$ cat src/hw/timebase_defines.vh
// Constants of the time-base and real-time-clock block
// What this block does
// - Counter and interrupt keep running during WAIT
// - ACTIVE HALT: counter runs, registers hold
// - HALT and auto-wakeup HALT freeze everything
// - Resume only after another wake source exits
// - Request needs enable set and CPU unmasked
// - Time-base wakes WAIT and ACTIVE HALT only
// - One overflow event with flag and enable
// - Halt with enable set means ACTIVE HALT
// - Select picks 16000/32000/80000/200000 cycle period
// - New selection applies at current period end
`ifndef TIMEBASE_DEFINES_VH
`define TIMEBASE_DEFINES_VH

// Register indices on the 3-bit address port
`define TB_REG_CTRL     3'h0
`define TB_REG_STATUS   3'h1
`define TB_REG_CLEAR    3'h2
`define TB_REG_IRQ_EN   3'h3
`define TB_REG_CNT_LO   3'h4
`define TB_REG_CNT_MID  3'h5
`define TB_REG_CNT_HI   3'h6
`define TB_REG_MODE     3'h7

// Field positions
`define TB_FLAG_BIT     0
`define TB_ENABLE_BIT   1
`define TB_SEL_LO       2
`define TB_SEL_HI       3

// Reset values
`define TB_SEL_RST      2'h0
`define TB_ENABLE_RST   1'b0
`define TB_FLAG_RST     1'b0

// Divider periods in oscillator cycles
`define TB_PERIOD_0     18'h03e80
`define TB_PERIOD_1     18'h07d00
`define TB_PERIOD_2     18'h13880
`define TB_PERIOD_3     18'h30d40
`define TB_CNT_W        18

`endif

$ cat src/hw/timebase_rtc.v
// Time-base unit with low-power mode control and interrupt
`timescale 1ns/1ps
`default_nettype none
`include "timebase_defines.vh"
module timebase_rtc #(
    parameter [17:0] PERIOD_0 = `TB_PERIOD_0,
    parameter [17:0] PERIOD_1 = `TB_PERIOD_1,
    parameter [17:0] PERIOD_2 = `TB_PERIOD_2,
    parameter [17:0] PERIOD_3 = `TB_PERIOD_3
) (
    input  wire       core_clk_in,
    input  wire       nrst_in,
    input  wire [2:0] addr_in,
    input  wire [7:0] wdata_in,
    input  wire       wr_in,
    input  wire       rd_in,
    output reg  [7:0] rdata_out,
    input  wire       cpu_mask_in,
    input  wire       halt_req_in,
    input  wire       awu_halt_req_in,
    input  wire       wait_req_in,
    input  wire       other_wake_in,
    output reg        irq_out,
    output reg        wake_out,
    output reg  [2:0] mode_out,
    output reg        tick_out
);
    localparam [2:0] ST_RUN      = 3'h0;
    localparam [2:0] ST_WAIT     = 3'h1;
    localparam [2:0] ST_ACT_HALT = 3'h2;
    localparam [2:0] ST_HALT     = 3'h3;
    localparam [2:0] ST_AWU_HALT = 3'h4;

    reg  [2:0]           state_r;
    reg  [2:0]           state_nxt;
    reg  [1:0]           sel_r;
    reg  [1:0]           sel_nxt;
    reg  [1:0]           sel_active_r;
    reg  [1:0]           sel_active_nxt;
    reg                  enable_r;
    reg                  enable_nxt;
    reg                  flag_r;
    reg                  flag_nxt;
    reg                  irq_nxt;
    reg                  wake_nxt;
    reg  [7:0]           rdata_nxt;
    reg  [17:0]          period;
    wire                 div_tick;
    wire [17:0]          div_count;
    wire                 frozen;
    wire                 regs_hold;
    wire                 irq_req;
    wire                 wr_ok;
    wire                 clear_hit;

    // Counter stops only in plain and auto-wakeup halt
    assign frozen = (state_r == ST_HALT) ||
                    (state_r == ST_AWU_HALT);

    // Registers hold in every halt flavour
    assign regs_hold = frozen || (state_r == ST_ACT_HALT);

    assign wr_ok = wr_in && !regs_hold;

    // Request from the time-base event
    assign irq_req = flag_r && enable_r && !cpu_mask_in;

    assign clear_hit = wr_ok && (addr_in == `TB_REG_CLEAR) &&
                       wdata_in[`TB_FLAG_BIT];

    // Period lookup from the active selection
    always @* begin
        case (sel_active_r)
            2'h0: period = PERIOD_0;
            2'h1: period = PERIOD_1;
            2'h2: period = PERIOD_2;
            default: period = PERIOD_3;
        endcase
    end

    timebase_divider #(
        .W (`TB_CNT_W)
    ) u_div (
        .core_clk_in (core_clk_in),
        .nrst_in     (nrst_in),
        .run_in      (!frozen),
        .period_in   (period),
        .tick_out    (div_tick),
        .count_out   (div_count)
    );

    // Power mode sequencing
    always @* begin
        state_nxt = state_r;
        wake_nxt  = 1'b0;
        case (state_r)
            ST_RUN: begin
                if (awu_halt_req_in) begin
                    state_nxt = ST_AWU_HALT;
                end else if (halt_req_in) begin
                    if (enable_r) begin
                        state_nxt = ST_ACT_HALT;
                    end else begin
                        state_nxt = ST_HALT;
                    end
                end else if (wait_req_in) begin
                    state_nxt = ST_WAIT;
                end
            end
            ST_WAIT: begin
                if (irq_req || other_wake_in) begin
                    state_nxt = ST_RUN;
                    wake_nxt  = 1'b1;
                end
            end
            ST_ACT_HALT: begin
                if (irq_req || other_wake_in) begin
                    state_nxt = ST_RUN;
                    wake_nxt  = 1'b1;
                end
            end
            ST_HALT: begin
                if (other_wake_in) begin
                    state_nxt = ST_RUN;
                    wake_nxt  = 1'b1;
                end
            end
            ST_AWU_HALT: begin
                if (other_wake_in) begin
                    state_nxt = ST_RUN;
                    wake_nxt  = 1'b1;
                end
            end
            default: begin
                state_nxt = ST_RUN;
            end
        endcase
    end

    // Software-written control fields
    always @* begin
        sel_nxt    = sel_r;
        enable_nxt = enable_r;
        if (wr_ok) begin
            if (addr_in == `TB_REG_CTRL) begin
                sel_nxt    = wdata_in[`TB_SEL_HI:`TB_SEL_LO];
                enable_nxt = wdata_in[`TB_ENABLE_BIT];
            end else if (addr_in == `TB_REG_IRQ_EN) begin
                enable_nxt = wdata_in[`TB_FLAG_BIT];
            end
        end
    end

    // Selection moves to the divider only at a period end
    always @* begin
        sel_active_nxt = sel_active_r;
        if (div_tick) begin
            sel_active_nxt = sel_r;
        end
    end

    // Sticky event flag, set wins over clear
    always @* begin
        flag_nxt = flag_r;
        if (clear_hit) begin
            flag_nxt = 1'b0;
        end
        if (div_tick) begin
            flag_nxt = 1'b1;
        end
    end

    // Level request follows the next flag and enable
    always @* begin
        irq_nxt = flag_nxt && enable_nxt && !cpu_mask_in;
    end

    // Read data for the cycle after the strobe
    always @* begin
        rdata_nxt = 8'h00;
        if (rd_in) begin
            if (addr_in == `TB_REG_CTRL) begin
                rdata_nxt[`TB_SEL_HI:`TB_SEL_LO] = sel_r;
                rdata_nxt[`TB_ENABLE_BIT]        = enable_r;
                rdata_nxt[`TB_FLAG_BIT]          = flag_r;
            end else if (addr_in == `TB_REG_STATUS) begin
                rdata_nxt[`TB_FLAG_BIT] = flag_r;
            end else if (addr_in == `TB_REG_IRQ_EN) begin
                rdata_nxt[`TB_FLAG_BIT] = enable_r;
            end else if (addr_in == `TB_REG_CNT_LO) begin
                rdata_nxt = div_count[7:0];
            end else if (addr_in == `TB_REG_CNT_MID) begin
                rdata_nxt = div_count[15:8];
            end else if (addr_in == `TB_REG_CNT_HI) begin
                rdata_nxt = {6'h00, div_count[17:16]};
            end else if (addr_in == `TB_REG_MODE) begin
                rdata_nxt = {3'h0, sel_active_r, state_r};
            end else begin
                rdata_nxt = 8'h00;
            end
        end
    end

    always @(posedge core_clk_in or negedge nrst_in) begin
        if (!nrst_in) begin
            state_r      <= ST_RUN;
            sel_r        <= `TB_SEL_RST;
            sel_active_r <= `TB_SEL_RST;
            enable_r     <= `TB_ENABLE_RST;
            flag_r       <= `TB_FLAG_RST;
            irq_out      <= 1'b0;
            wake_out     <= 1'b0;
            mode_out     <= ST_RUN;
            tick_out     <= 1'b0;
            rdata_out    <= 8'h00;
        end else begin
            state_r      <= state_nxt;
            sel_r        <= sel_nxt;
            sel_active_r <= sel_active_nxt;
            enable_r     <= enable_nxt;
            flag_r       <= flag_nxt;
            irq_out      <= irq_nxt;
            wake_out     <= wake_nxt;
            mode_out     <= state_nxt;
            tick_out     <= div_tick;
            rdata_out    <= rdata_nxt;
        end
    end
endmodule
`default_nettype wire

$ cat src/hw/timebase_divider.v
// Programmable period divider with an end-of-period pulse
`timescale 1ns/1ps
`default_nettype none
module timebase_divider #(
    parameter W = 18
) (
    input  wire         core_clk_in,
    input  wire         nrst_in,
    input  wire         run_in,
    input  wire [W-1:0] period_in,
    output reg          tick_out,
    output reg  [W-1:0] count_out
);
    reg [W-1:0] count_nxt;
    reg         tick_nxt;
    wire        last;

    assign last = (count_out == period_in - {{(W-1){1'b0}}, 1'b1});

    always @* begin
        count_nxt = count_out;
        tick_nxt  = 1'b0;
        if (run_in) begin
            if (last) begin
                count_nxt = {W{1'b0}};
                tick_nxt  = 1'b1;
            end else begin
                count_nxt = count_out + {{(W-1){1'b0}}, 1'b1};
            end
        end
    end

    always @(posedge core_clk_in or negedge nrst_in) begin
        if (!nrst_in) begin
            count_out <= {W{1'b0}};
            tick_out  <= 1'b0;
        end else begin
            count_out <= count_nxt;
            tick_out  <= tick_nxt;
        end
    end
endmodule
`default_nettype wire

$ cat config.mk
export PLATFORM = sky130hd
export DESIGN_NAME = timebase_rtc
export DESIGN_NICKNAME = d
export VERILOG_FILES = /design/src/hw/timebase_rtc.v /design/src/hw/timebase_divider.v
export VERILOG_INCLUDE_DIRS = /design/src /design/src/hw
export SDC_FILE = /design/constraint.sdc
export NUM_CORES = 1
export LEC_CHECK = 0
export ABC_CLOCK_PERIOD_IN_PS = 2200
export BUFFER_PORTS_ARGS = -buffer_cell sky130_fd_sc_hd__buf_2
export CORE_MARGIN = 3
export CORE_UTILIZATION = 41
export DETAILED_ROUTE_END_ITERATION = 8
export PLACE_DENSITY_LB_ADDON = 0.05
export SYNTH_ARGS = -nofsm -noshare
export SYNTH_HDL_FRONTEND = slang
export SYNTH_SLANG_ARGS = --single-unit
$ cat constraint.sdc
create_clock -name core_clk_in -period 2.2 [get_ports core_clk_in]
set_input_delay 0.22 -clock core_clk_in [delete_from_list [all_inputs] [get_ports core_clk_in]]
set_output_delay 0.22 -clock core_clk_in [all_outputs]
set_load 0.02 [all_outputs]
==> out/results.txt <==
Status - complete, no violations
Count of pins over their slew limit - 0
Site row count - 26
Final std cells w/o fill - 337
Achievable Freq - 533 MHz
Clock sinks - 39
Largest net degree at the start of global routing - 40
Drt wl/cell - 14.8 µm
Total gr overflow - 0
Die ar. - 6310 µm²
Worst VDD drop - 436 µV
Hpwl dp - 3720 µm
Post-DRT Antenna Nets - 0
Vias - 1,763
Max Clock Skew - 0.00661 ns
I/O pin cnt - 34
Hold buffer count at CTS - 0
Area growth syn-to-layout - 17.4%
Setup violators final - 0
Die Width - 79.4 µm
CP max FO - 7
Syn avg cell area - 9.70 µm²
Synth Flop Type - dfrtp_1
CP endpoint kind - flop
Total of max-cap violations - 0
Nets - 287
Worst skew pair latency - 0.29 ns
R2R depth - 6
Post-Syn Area - 2210 µm²
Reg-to-Reg Start - u_div.count_out[8]
CP Cell Sequence - nand2b_1, nor4b_1, o2111ai_2, nor3_4, buf_4, nor2_1
Post-Syn Instances - 228
Synth warn - 0
Unique masters post-synth - 54
Crit Path Category - reg2reg
Post-synth net total - 249
CTS buffer count - 5
Placer's final routability congestion estimate - 0.830
CTS tree - yes
Number of synthesized flops with an enable pin - 0
Vias in the first global route - 1,727
Slew @ Worst Pin - 0.874 ns
Post-synth top area share - 44.1%
Seq/Total Area, Yosys - 44.1%
Setup_tns - 0 ns
Initial antenna violation count - 0
Pwr/cell area - 964 nW/µm²
H-tree depth - 2
Placed insts - 329
RSZ-0062 raised after global routing - false
Global-route wire length before repair - 8650 µm
Leakage - 0.00118 µW
Slowest CP cell - dfrtp_1
Worst-path clk slew - 0.07 ns
Core area - 5170 µm²
#FFs+latches synth - 39
I/O Buffers - 29
DRC violations left - 0
Die Ht - 79.4 µm
CP peak stage delay - 0.48 ns
Final Hold Violating Endpoints - 0
Via/cell ratio - 5.23
Critical path arrival - 2.06 ns
WL final - 4990 µm
Layout cells sized above 1 - 27.0%
Worst Hold Class - in2async
Post-CTS Resized - 0
Crit path from - u_div.count_out[8]
Area contributors post-synth - dfrtp_1 (44%), nor2_1 (5.4%), xnor2_1 (4.4%)
# diodes - 0
Final worst path period share - 85.3%
Ys async rst share - 100%
Drt pass-1 iters - 4
Cell taking the most area after synthesis - dfrtp_1
Setup bufs post-CTS - 0
First DRT Iteration DRCs - 73
CTS Buffer Depth - 2
GRT Overall Usage - 17.6%
Tot Pwr - 2500 µW
Startpoint Class - flop
Max_slew headroom - 41.7%
Initial Utilization - 42.7%
Req. time, crit path - 2.38 ns
Minimum clock period - 1.88 ns
Root Buffer - clkbuf_8
[layout by cell type (no fill, tap or decap), drive strengths merged, types with 3 or more instances in the layout]
cell type / instances
inv: 8
nand2b: 3
nand3: 4
nor4: 6
dfrtp: 39
clkbuf: 5
nor2: 32
nand2: 21
and2: 6
nand4: 5
mux2: 7
buf: 41
o21ai: 12
mux2i: 4
nor2b: 5
xnor2: 11
a21oi: 9
a22o: 3
nor3: 9
[registers in the layout (all words and copies together), names as in the netlist]
name             count
sel_r                2
sel_active_r         2
u_div.count_out     18
u_div.tick_out       1
tick_out             1
enable_r             1
state_r              3
flag_r               1
rdata_out            8
wake_out             1
irq_out              1
[synthesized netlist by cell type, types with 2 or more instances]
cell	number
a21oi_1	9
or2_2	2
and3_1	2
nand4_1	4
buf_2	4
nand3_1	4
a22oi_1	2
mux2i_1	4
and2_1	6
nor2_1	32
nand2b_1	3
nor4_1	3
inv_1	8
nand3b_1	2
mux2_2	7
o41ai_1	2
nor3_1	7
nor4_2	3
clkbuf_1	5
nand2_1	21
dfrtp_1	39
a21o_1	2
a22o_1	3
o21ai_0	11
xnor2_1	11
nor2b_1	4
[cells by family (layout without fill, tap and decap cells)]
kind of cell,count (synthesis),after routing,share of synthesized area [%]
AO/OA/AOI/OAI,41,41,13.3
XOR/XNOR,12,12,4.75
adder cells (fa/ha/maj),2,2,1.02
buffers and inverters,18,57,3.62
flip-flops,39,39,44.1
multiplexers,12,12,6.40
AND/OR/NAND/NOR,104,104,26.8
[final cells by class]
type / count / area, µm²
Clock buffer: 5 / 68.8
Clock inverter: 3 / 43.8
Fill cell: 506 / 2580
Inverter: 8 / 30.0
Multi-Input combinational cell: 171 / 1150
Sequential cell: 39 / 976
Tap cell: 70 / 87.6
Timing Repair Buffer: 41 / 235
[metal layers]
metal	share of wire, %	up-vias	routed length (µm)	GRT usage, %
met5	0	-	0	0
met4	1.7	0	84	6.70
met3	4.6	8	228	3.84
met2	47	38	2340	28.1
met1	47	834	2330	23.4
li1	-	883	-	-
[through the flow]
stage	hold WS [ns]	util, %	instance area, µm²	setup slack (ns)
after floorplan	-0.0756	-	2210	0.370
after global placement	0.381	48.0	2480	0.335
after detailed placement	0.380	48.0	2480	0.335
after CTS	0.0594	50.2	2600	0.292
after global routing	0.108	50.2	2600	0.158
final	0.0440	50.2	2600	0.323
[where the power goes]
part           switching (µW)  internal [µW]  leakage (µW)
Sequential                219            860      0.000519
Combinational             458            374      0.000598
Clock                     253            338     0.0000581
[worst max-delay path, delay by kind of cell (launching register included)]
| kind | cells | cell delay, ns |
|---|---|---|
| and+or+nand+nor | 4 | 0.87 |
| buffers and inverters | 1 | 0.17 |
| AOI/OAI and AO/OA | 1 | 0.25 |
| DFF | 1 | 0.48 |
[worst paths after layout]
path / end / slack, ns
min in group core_clk_in: sel_r[0] / 0.16
max: u_div.count_out[8] / 0.32
min: state_r[1] / 0.04
max reg2reg: u_div.count_out[8] / 0.32
max in group asynchronous: state_r[2] / 1.60
min reg2reg: tick_out / 0.48
Note: power is estimated with default switching activity, not from simulation.
